$ cat config.mk
export PLATFORM = sky130hd
export DESIGN_NAME = afe_config_regs
export DESIGN_NICKNAME = d
export VERILOG_FILES = /design/src/pkg/afe_pkg.sv /design/src/design/afe_config_regs.sv
export SDC_FILE = /design/constraint.sdc
export NUM_CORES = 1
export LEC_CHECK = 0
export BUFFER_PORTS_ARGS = -buffer_cell sky130_fd_sc_hd__buf_2
export CAP_MARGIN = 20
export CORE_MARGIN = 2
export CORE_UTILIZATION = 55
export CTS_CLUSTER_SIZE = 20
export DETAILED_ROUTE_END_ITERATION = 16
export GPL_TIMING_DRIVEN = 0
export PLACE_DENSITY = 0.72
export SLEW_MARGIN = 20
export SYNTH_ARGS = -nofsm -noshare
export SYNTH_HDL_FRONTEND = slang
export SYNTH_SLANG_ARGS = --single-unit
$ cat constraint.sdc
create_clock -name mclk -period 4.04 [get_ports mclk]
set_clock_uncertainty 0.15 [all_clocks]
set_input_delay 0.202 -clock mclk [delete_from_list [all_inputs] [get_ports mclk]]
set_output_delay 0.202 -clock mclk [all_outputs]
set_load 0.03 [all_outputs]
$ cat src/pkg/afe_pkg.sv
package afe_pkg;

   // ************************************************************
   // Register offsets on the serial control port
   // ************************************************************
   localparam logic [7:0] PWR_CFG_OFS = 8'h0D;
   localparam logic [7:0] GAIN_A_OFS = 8'h10;
   localparam logic [7:0] TRISTATE_OFS = 8'h12;
   localparam logic [7:0] BIAS_OFS = 8'h13;
   localparam logic [7:0] GAIN_B_OFS = 8'h21;
   localparam logic [7:0] GAIN_MODE_OFS = 8'h22;

   // ************************************************************
   // Writable bit masks and field positions
   // ************************************************************
   localparam logic [7:0] PWR_CFG_MASK = 8'h10;
   localparam logic [7:0] GAIN_MASK = 8'h3F;
   localparam logic [7:0] TRISTATE_MASK = 8'h03;
   localparam logic [7:0] BIAS_MASK = 8'h7F;
   localparam logic [7:0] GAIN_MODE_MASK = 8'h07;
   localparam int PWR_BIAS_GEN_BIT = 4;
   localparam int TS_PIX_BIT = 0;
   localparam int TS_SYNC_BIT = 1;
   localparam int WB_MODE_BIT = 2;
   localparam int BIAS_CONVERTER_BIT = 6;
   localparam int BIAS_GLOBAL_OFFSET_BIT = 5;
   localparam int BIAS_GAIN_B_BIT = 4;
   localparam int BIAS_GAIN_A_BIT = 3;
   localparam int BIAS_WHITE_BAL_BIT = 2;
   localparam int BIAS_COL_OFFSET_BIT = 1;
   localparam int BIAS_FRAME_CLAMP_BIT = 0;

   // ************************************************************
   // Reset values
   // ************************************************************
   localparam logic [7:0] PWR_CFG_RST = 8'h00;
   localparam logic [7:0] GAIN_RST = 8'h0E;
   localparam logic [7:0] TRISTATE_RST = 8'h00;
   localparam logic [7:0] BIAS_RST = 8'h00;
   localparam logic [7:0] GAIN_MODE_RST = 8'h00;

   // ************************************************************
   // Gain modes and step counts of the analog amplifiers
   // ************************************************************
   localparam logic [1:0] EXP_MODE_RAW = 2'h0;
   localparam logic [1:0] EXP_MODE_LINEAR = 2'h1;
   localparam int RAW_FINE_STEPS = 32;
   localparam int RAW_COARSE_STEPS = 32;
   localparam int LINEAR_STEPS = 48;
   localparam int LINEAR2_STEPS = 64;
   localparam logic [2:0] BIT_CNT_LAST = 3'h7;

   typedef enum logic [8:0] {
      ST_IDLE = 9'h001,
      ST_DEV = 9'h002,
      ST_DEV_ACK = 9'h004,
      ST_SUB = 9'h008,
      ST_SUB_ACK = 9'h010,
      ST_WR = 9'h020,
      ST_WR_ACK = 9'h040,
      ST_RD = 9'h080,
      ST_RD_ACK = 9'h100
   } afe_bus_state_type;

   typedef struct packed {
      logic pix_drive;
      logic sync_drive;
      logic bias_gen_en;
      logic [6:0] bias_half;
      logic [5:0] global_gain_code_a;
      logic [5:0] global_gain_code_b;
      logic [1:0] exp_gain_mode;
      logic wb_linear;
   } afe_ctrl_type;

   typedef struct packed {
      afe_bus_state_type st;
      logic [2:0] cnt;
      logic full;
      logic rw;
      logic nack;
      logic [7:0] sh;
      logic [7:0] ptr;
      logic scl_q;
      logic sda_q;
      logic sda_oe;
      logic [7:0] power_config;
      logic [7:0] exposure_global_gain_a;
      logic [7:0] output_tristate_control;
      logic [7:0] stage_bias_select;
      logic [7:0] exposure_global_gain_b;
      logic [7:0] gain_mode;
      afe_ctrl_type ctrl;
   } afe_state_type;

endpackage

$ cat src/design/afe_config_regs.sv
`timescale 1ns/1ps
// Contract
// - Bit 0 of the tristate register chooses floating or driven pixel data outputs.
// - A zero in the pixel or sync tristate bit floats that group, a one drives it.
// - The bias register picks half or full current for each of seven analog stages.
// - Bias selections act only while the bias-generator enable bit is set.
// - Bias bits 6 to 0 map converter, global offset, gain B, gain A, white balance, column offset, clamp.
// - A bias bit at zero means full current, and all bias bits reset to zero.
// - Each global gain register holds a 6-bit code in bits 5 to 0, bits 7 and 6 unused.
// - The global gain code is applied alike to every pixel of the frame.
// - In raw or linear exposure mode both gain registers A and B are used.
// - In the second linear mode only gain A is used and gain B is ignored.
// - Both global gain registers reset to code 001110.
// - White balance gain offers a raw and a linear mode.
// - Exposure gain offers raw, linear and second linear modes.
// - Raw mode steps 32 fine then 32 coarse steps, linear mode has 48 steps.
// - Gain mode bits 1 to 0 give 00 raw, 01 linear, 1x second linear, bit 2 white balance.
module afe_config_regs
   import afe_pkg::*;
#(
   parameter logic [6:0] DEV_ADDR = 7'h33
)
(
   input wire logic mclk,
   input wire logic nrst,
   input wire logic scl_in,
   input wire logic sda_in,
   output logic sda_out,
   output logic sda_oe,
   output afe_ctrl_type ctrl
);

   // ************************************************************
   // State
   // ************************************************************
   // DEV_ADDR is an arbitrary value.
   localparam afe_state_type STATE_RST = '{
      st: ST_IDLE, cnt: 3'h0, full: 1'b0, rw: 1'b0, nack: 1'b0, sh: 8'h00,
      ptr: 8'h00, scl_q: 1'b1, sda_q: 1'b1, sda_oe: 1'b0,
      power_config: PWR_CFG_RST, exposure_global_gain_a: GAIN_RST,
      output_tristate_control: TRISTATE_RST, stage_bias_select: BIAS_RST,
      exposure_global_gain_b: GAIN_RST, gain_mode: GAIN_MODE_RST,
      // Controls leave reset matching the register reset values, so nothing jumps at release.
      ctrl: '{pix_drive: TRISTATE_RST[TS_PIX_BIT], sync_drive: TRISTATE_RST[TS_SYNC_BIT],
         bias_gen_en: PWR_CFG_RST[PWR_BIAS_GEN_BIT], bias_half: 7'h00,
         global_gain_code_a: GAIN_RST[5:0], global_gain_code_b: GAIN_RST[5:0],
         exp_gain_mode: GAIN_MODE_RST[1:0], wb_linear: GAIN_MODE_RST[WB_MODE_BIT]}};
   afe_state_type state_reg;
   afe_state_type state_next;
   logic start_cond;
   logic stop_cond;
   logic scl_rise;
   logic scl_fall;
   logic [7:0] rd_data;
   assign sda_out = 1'b0;
   assign sda_oe = state_reg.sda_oe;
   assign ctrl = state_reg.ctrl;
   always_comb
   begin
      state_next = state_reg;
      rd_data = 8'h00;
      start_cond = scl_in && state_reg.scl_q && state_reg.sda_q && !sda_in;
      stop_cond = scl_in && state_reg.scl_q && !state_reg.sda_q && sda_in;
      scl_rise = scl_in && !state_reg.scl_q;
      scl_fall = !scl_in && state_reg.scl_q;
      state_next.scl_q = scl_in;
      state_next.sda_q = sda_in;

      // ************************************************************
      // Serial control port
      // ************************************************************
      // zero unused bits
      if (state_reg.ptr == PWR_CFG_OFS)
         rd_data = state_reg.power_config & PWR_CFG_MASK;
      else if (state_reg.ptr == GAIN_A_OFS)
         rd_data = state_reg.exposure_global_gain_a & GAIN_MASK;
      else if (state_reg.ptr == TRISTATE_OFS)
         rd_data = state_reg.output_tristate_control & TRISTATE_MASK;
      else if (state_reg.ptr == BIAS_OFS)
         rd_data = state_reg.stage_bias_select & BIAS_MASK;
      else if (state_reg.ptr == GAIN_B_OFS)
         rd_data = state_reg.exposure_global_gain_b & GAIN_MASK;
      else if (state_reg.ptr == GAIN_MODE_OFS)
         rd_data = state_reg.gain_mode & GAIN_MODE_MASK;
      // A start or stop is honoured in any state so a lost host can always resync.
      if (start_cond)
      begin
         state_next.st = ST_DEV;
         state_next.cnt = 3'h0;
         state_next.full = 1'b0;
         state_next.sda_oe = 1'b0;
      end
      else if (stop_cond)
      begin
         state_next.st = ST_IDLE;
         state_next.sda_oe = 1'b0;
      end
      else if (scl_rise)
      begin
         case (state_reg.st)
            ST_DEV, ST_SUB, ST_WR:
            begin
               state_next.sh = {state_reg.sh[6:0], sda_in};
               state_next.cnt = state_reg.cnt + 3'h1;
               state_next.full = (state_reg.cnt == BIT_CNT_LAST);
            end
            ST_RD: state_next.cnt = state_reg.cnt + 3'h1;
            ST_RD_ACK: state_next.nack = sda_in;
            default: state_next.st = state_reg.st;
         endcase
      end
      else if (scl_fall)
      begin
         case (state_reg.st)
            ST_DEV:
               if (state_reg.full)
               begin
                  state_next.full = 1'b0;
                  if (state_reg.sh[7:1] == DEV_ADDR)
                  begin
                     state_next.st = ST_DEV_ACK;
                     state_next.rw = state_reg.sh[0];
                     state_next.sda_oe = 1'b1;
                  end
                  else
                     state_next.st = ST_IDLE;
               end
            ST_DEV_ACK:
               if (state_reg.rw)
               begin
                  state_next.st = ST_RD;
                  state_next.sh = rd_data;
                  state_next.cnt = 3'h0;
                  state_next.sda_oe = !rd_data[7];
               end
               else
               begin
                  state_next.st = ST_SUB;
                  state_next.sda_oe = 1'b0;
               end
            ST_SUB:
               if (state_reg.full)
               begin
                  state_next.full = 1'b0;
                  state_next.ptr = state_reg.sh;
                  state_next.st = ST_SUB_ACK;
                  state_next.sda_oe = 1'b1;
               end
            ST_WR:
               if (state_reg.full)
               begin
                  state_next.full = 1'b0;
                  state_next.ptr = state_reg.ptr + 8'h01;
                  state_next.st = ST_WR_ACK;
                  state_next.sda_oe = 1'b1;
                  if (state_reg.ptr == PWR_CFG_OFS)
                     state_next.power_config = state_reg.sh & PWR_CFG_MASK;
                  else if (state_reg.ptr == GAIN_A_OFS)
                     state_next.exposure_global_gain_a = state_reg.sh & GAIN_MASK;
                  else if (state_reg.ptr == TRISTATE_OFS)
                     state_next.output_tristate_control = state_reg.sh & TRISTATE_MASK;
                  else if (state_reg.ptr == BIAS_OFS)
                     state_next.stage_bias_select = state_reg.sh & BIAS_MASK;
                  else if (state_reg.ptr == GAIN_B_OFS)
                     state_next.exposure_global_gain_b = state_reg.sh & GAIN_MASK;
                  else if (state_reg.ptr == GAIN_MODE_OFS)
                     state_next.gain_mode = state_reg.sh & GAIN_MODE_MASK;
               end
            ST_SUB_ACK, ST_WR_ACK:
            begin
               state_next.st = ST_WR;
               state_next.sda_oe = 1'b0;
            end
            ST_RD:
               if (state_reg.cnt == 3'h0)
               begin
                  state_next.st = ST_RD_ACK;
                  state_next.sda_oe = 1'b0;
                  state_next.ptr = state_reg.ptr + 8'h01;
               end
               else
               begin
                  state_next.sh = {state_reg.sh[6:0], 1'b0};
                  state_next.sda_oe = !state_reg.sh[6];
               end
            ST_RD_ACK:
               if (state_reg.nack)
                  state_next.st = ST_IDLE;
               else
               begin
                  state_next.st = ST_RD;
                  state_next.sh = rd_data;
                  state_next.cnt = 3'h0;
                  state_next.sda_oe = !rd_data[7];
               end
            default: state_next.st = state_reg.st;
         endcase
      end

      // ************************************************************
      // Analog chain controls
      // ************************************************************
      // pixel bus drive
      state_next.ctrl.pix_drive = state_reg.output_tristate_control[TS_PIX_BIT];
      state_next.ctrl.sync_drive = state_reg.output_tristate_control[TS_SYNC_BIT];
      state_next.ctrl.bias_gen_en = state_reg.power_config[PWR_BIAS_GEN_BIT];
      // gate by enable
      // Disabled generator keeps every stage at full current rather than a stale choice.
      if (state_reg.power_config[PWR_BIAS_GEN_BIT])
         state_next.ctrl.bias_half = state_reg.stage_bias_select[6:0];
      else
         state_next.ctrl.bias_half = 7'h00;
      state_next.ctrl.global_gain_code_a = state_reg.exposure_global_gain_a[5:0];
      state_next.ctrl.exp_gain_mode = state_reg.gain_mode[1:0];
      state_next.ctrl.wb_linear = state_reg.gain_mode[WB_MODE_BIT];
      if (state_reg.gain_mode[1])
         state_next.ctrl.global_gain_code_b = 6'h00;
      else
         state_next.ctrl.global_gain_code_b = state_reg.exposure_global_gain_b[5:0];
   end
   always_ff @(posedge mclk or negedge nrst)
   begin
      if (!nrst)
         state_reg <= STATE_RST;
      else
         state_reg <= state_next;
   end
endmodule // afe_config_regs

== Word level (Yosys, flattened, before mapping) ==
Cells that the tools add are included.
Operators by class
  reduce and logical (&&, ||, !) cells: 40
  add/sub/neg operators: 2
  eq/ne operators: 37
  mux-type cells: 74
  bitwise logic cells: 8
Operators by type and width (count)
  49-bit 2-to-1 mux: 3
  8-bit 2-to-1 mux: 16
  9-bit case mux with 7 select lines: 1
  48-bit 2-to-1 mux: 1
  8-bit case mux with 3 select lines: 2
  9-bit 2-to-1 mux: 5
  38-bit 2-to-1 mux: 1
  4-bit != test (second input constant): 8
  8-bit AND reduction: 4
  14-bit 2-to-1 mux: 2
  13-bit 2-to-1 mux: 2
  26-bit 2-to-1 mux: 1
  8-bit by 5-bit equality test with 1-bit output (second input constant): 3
  6-bit 2-to-1 mux: 4
  23-bit 2-to-1 mux: 1
  22-bit 2-to-1 mux: 1
  7-bit AND reduction: 3
  3-bit 2-to-1 mux: 6
  8-bit by 6-bit equality test with 1-bit output (second input constant): 2
  16-bit 2-to-1 mux: 1
  1-bit 2-to-1 mux: 15
  3-bit != test (second input constant): 5
  7-bit 2-to-1 mux: 2
  2-bit 2-to-1 mux: 6
  38 further kinds: 66
Word-level totals
  register bits after elaboration: 84
  input port bits: 4
  output and inout port bits: 27

== Depth between registers and ports, before layout ==
  word-level depth: 14
  gate-level depth with buffers: 9
  depth with buffers taken out: 8

== Worst setup path before layout ==
No wires, ideal clock.
  path kind: register to register
  start: register state_reg[103] in the netlist's numbering
  end: register state_reg[86] in the netlist's numbering
  stages on the path, launching flop included: 9
  required time: 3765 ps
  arrival: 2364 ps
  setup slack: 1401 ps
  path through: dfrtp_1 -> buf_2 -> or4_1 -> clkbuf_1 -> o41ai_1 -> o21ai_0 -> a211o_1 -> inv_2 -> mux2_2
On the way
  longest elaborated chain between the ends: 4
RTL lines
  start, declared: line afe_config_regs.sv:48  | afe_state_type state_reg;
  start signal, assigned: line afe_config_regs.sv:226  | state_reg <= state_next;
  9-bit by 6-bit equality test with 1-bit output, or another cell as far along: line afe_config_regs.sv:100  | case (state_reg.st)
  3-bit OR reduction or 8-bit case mux with 3 select lines (tied branches): line afe_config_regs.sv:100, afe_config_regs.sv:114
  2-bit by 1-bit != test with 1-bit output (no source line) or 16-bit 2-to-1 mux (tied branches)
  8-bit AND reduction (no source line) or 8-bit 2-to-1 mux (tied branches)
Several ways; a longest one is shown, not always the timed one. The select of a mux whose other input is x is not followed.
A chain may end at the register's enable or synchronous reset.

== Worst setup path after layout ==
  start: input port scl_in
  end: register state_reg[105] in the netlist's numbering
On the way
  longest elaborated chain between the ends: 5
RTL lines
  start, declared: line afe_config_regs.sv:26  | input wire logic scl_in,
  1-bit logical AND: line afe_config_regs.sv:62, afe_config_regs.sv:63
  1-bit logical AND, on equally long branches (2 in series): line afe_config_regs.sv:62, afe_config_regs.sv:63
  9-bit nonzero test (no source line), or another cell as far along
  7-bit AND reduction (no source line) or 13-bit 2-to-1 mux (tied branches)
Several ways; a longest one is shown, not always the timed one.

==> impl_metrics.csv <==
group,metric,value,unit
place,routabilityCongestion,0.9101,
logic_synthesis,yosys.cell_count.top_type,"dfrtp_1",
logic_synthesis,yosysTopAreaCell,"dfrtp_1",
place,dp.cells,565,
finish,fin_util,63.95,%
cts,cts.path.max_buffers,2,
logic_synthesis,synth_seq_area_share,47.83,%
floorplanning,fp.dieW,93.79,um
critical_path,slowest_delay,0.59,ns
critical_path,ff2ff_setup_slack,0.86,ns
timing,worst_slew_pin_slew,0.7212,ns
global_routing,antenna_found_initial,0,
finish,area_delta_synth_final,12.02,%
critical_path,worstSetupStartpointType,"input port",
finish,n_antenna_cell,0,
timing,slew-limit-headroom,51.24,%
status,status,"completed",
logic_synthesis,synth_nets,447,
finish,drive_above_1_share,28.01,%
cts,cts_tree,"yes",
worst_hold_path,hold_class,"in -> async",
power,p_per_area,334.1,mW/mm^2
critical_path,cp.required,4.15,ns
drt,ant_nets,0,
drt,vias,3437,
finish,multiInputGateArea,0.001963,mm^2
timing,slew_violations,0,
critical_path,path_cells,"dlygate4sd3_1 > buf_2 > inv_1 > ha_1 > nor2b_1 > o41ai_1 > a211oi_1 > a21boi_0 > nor2_1 > a22o_1",
logic_synthesis,synth_edf_count,0,
critical_path,startpoint,"scl_in",
cts,clock_sinks,84,
finish,num-fill-cells,674,
cts,clk_pin_slew_worst_paths,0.10,ns
logic_synthesis,ys_ff_latch,84,
critical_path,crit_path_end_kind,"register",
logic_synthesis,netlist_instances,433,
timing,timing.fmax,0.3115,GHz
drt,wire_per_inst,16.27,um
timing,finalHoldViolCount,0,
drt,drt_iter0_drc,245,
logic_synthesis,avgSynthCellArea,10.24,um^2
place,pre_cts_slack,0.9309,ns
finish,largest_reg_flops,46,
global_routing,grt_pass1_vias,3248,
critical_path,crit-reg2reg-launch,"state_reg[75]",
logic_synthesis,yosysWarnings,0,
timing,rsz0062_at_grt,"false",
timing,finalWorstSetupSlack,0.8301,ns
timing,setup_viol,0,
critical_path,crit_path_end,"state_reg[105]",
timing,fin_crit,3.210,ns
finish,layout.cells.non_filler,584,
power,leakage,2.324,nW
cts,cts_setup_buffers,0,
logic_synthesis,synth.area.top_cells,"dfrtp_1, dfstp_2, mux2_2",
flow_run,cap_viol_max_count,0,
global_routing,overflow,0,
critical_path,r2r_cells,7,
floorplanning,initial_core_util,57.09,%
floorplanning,die_y,93.79,um
floorplanning,pin_count,31,
place,port_buffers,29,
logic_synthesis,yosys.area.top_type_share,38.94,%
floorplanning,core-area,0.007767,mm^2
finish,final_nets,491,
critical_path,r2r_end,"state_reg[105]",
logic_synthesis,synthArstFlopShare,100.0,%
logic_synthesis,synth.distinct_cells,62,
floorplanning,die_area,0.008797,mm^2
timing,finalSetupTns,0,ns
power,ir_drop,184.5,uV
drt,routed_wl,9501,um
place,dp_hpwl,6875,um
global_routing,grtUsageTotal,23.77,%
critical_path,crit_fanout,6,
critical_path,crit_type,"in -> reg",
timing,min_period_over_period,79.45,%
cts,clk_latency,0.36,ns
logic_synthesis,synth-main-ff-cell,"dfrtp_1",
drt,drc,0,
drt,first_pass_iters,5,
logic_synthesis,netlist_area,0.004434,mm^2
critical_path,arrival,3.32,ns
cts,cts_buffers,9,
critical_path,slowest_stage,"a21boi_0",
finish,seq_area,0.002121,mm^2
cts,htreeDepth,3,
floorplanning,std_cell_rows,32,
logic_synthesis,synthTopCellsByCount,"dfrtp_1, mux2_2, nand2_1",
drt,viasPerCell,5.885,
global_routing,grt_max_degree,50,
global_routing,grt_first_pass_wirelength,16250,um
cts,clockRootBuffer,"clkbuf_8",
kinds of logic after synthesis:
| kind of cell | count (synthesis) | share of synthesized area [%] |
|---|---|---|
| AO/OA/AOI/OAI | 93 | 13.40 |
| XOR/XNOR | 5 | 0.9878 |
| adder cells (fa/ha/maj) | 10 | 2.822 |
| buffers and inverters | 63 | 7.901 |
| flip-flops | 84 | 47.83 |
| multiplexers | 37 | 9.424 |
| other | 1 | 0.08457 |
| AND/OR/NAND/NOR | 140 | 17.55 |
what timing repair did:
item                      4_1_cts  5_1_grt
resized for setup               0        0
hold buffers                    3        0
hold endpoints to repair       37        0
through the flow:
stage / instance area, um^2 / hold WS [ns] / total power [mW]
after global routing: 4967 / 0.2322 / 1.736
after detailed placement: 4737 / 0.04921 / 1.078
after global placement: 4707 / 0.1913 / 1.067
after CTS: 4967 / 0.1993 / 1.673
final: 4967 / 0.1940 / 1.659
after floorplan: 4434 / -0.2436 / 1.010
cell usage in the layout, fill, tap and decap left out, drive strengths merged, types with 3 or more instances in the layout:
master	count
a211o	3
a21o	5
a21oi	26
a32o	4
and2	11
buf	62
clkbuf	25
clkinv	3
dfrtp	69
dfstp	15
dlygate4sd3	3
ha	10
inv	19
mux2	32
mux2i	5
nand2	29
nand2b	4
nand3	15
nand3b	3
nand4	7
nor2	21
nor2b	10
nor3	11
nor4	6
nor4b	5
o211ai	3
o21ai	26
o22ai	4
o31ai	3
or2	4
or3	4
xnor2	3
power by group:
part	total (mW)	switching [mW]	leakage, nW	internal, mW
clock network	0.595	0.349	0.103	0.246
logic	0.167	0.109	1.12	0.0585
registers	0.897	0.0316	1.11	0.866
worst min-delay path by stage:
stage                                to  slack (ns)  cells after the start   start
after floorplan                 ctrl[0]       -0.24                      0    nrst
after global placement    state_reg[75]        0.19                      1  scl_in
after detailed placement  state_reg[82]        0.05                      1    nrst
after CTS                 state_reg[38]        0.20                      2    nrst
after global routing      state_reg[44]        0.23                      2    nrst
final                     state_reg[82]        0.19                      2    nrst
area by class of cell:
cell class                      instances  share of cell area [%]
Clock buffer                            9                   2.494
Buffer                                 48                   5.919
Clock inverter                          7                   1.537
Tap cell                              102                   2.569
Multi-Input combinational cell        286                   39.52
Timing Repair Buffer                   33                   4.131
Sequential cell                        84                   42.70
Inverter                               15                   1.134
critical path, delay by kind of cell:
kind	cells	cell delay, ns
AOI/OAI and AO/OA	4	1.44
buffers and inverters	3	0.73
and+or+nand+nor	2	0.68
adders and majority gates	1	0.25
metal layers:
| layer | vias to the layer above | part of all wire, % | GRT usage (%) | wire length (um) |
|---|---|---|---|---|
| met5 | - | 0 | 0 | 0 |
| met1 | 1670 | 47 | 35.99 | 4490 |
| met2 | 128 | 44 | 34.46 | 4176 |
| li1 | 1622 | - | - | - |
| met3 | 17 | 6.7 | 3.852 | 641 |
| met4 | 0 | 2.0 | 8.575 | 192 |
Note: power is estimated with default switching activity, not from simulation.
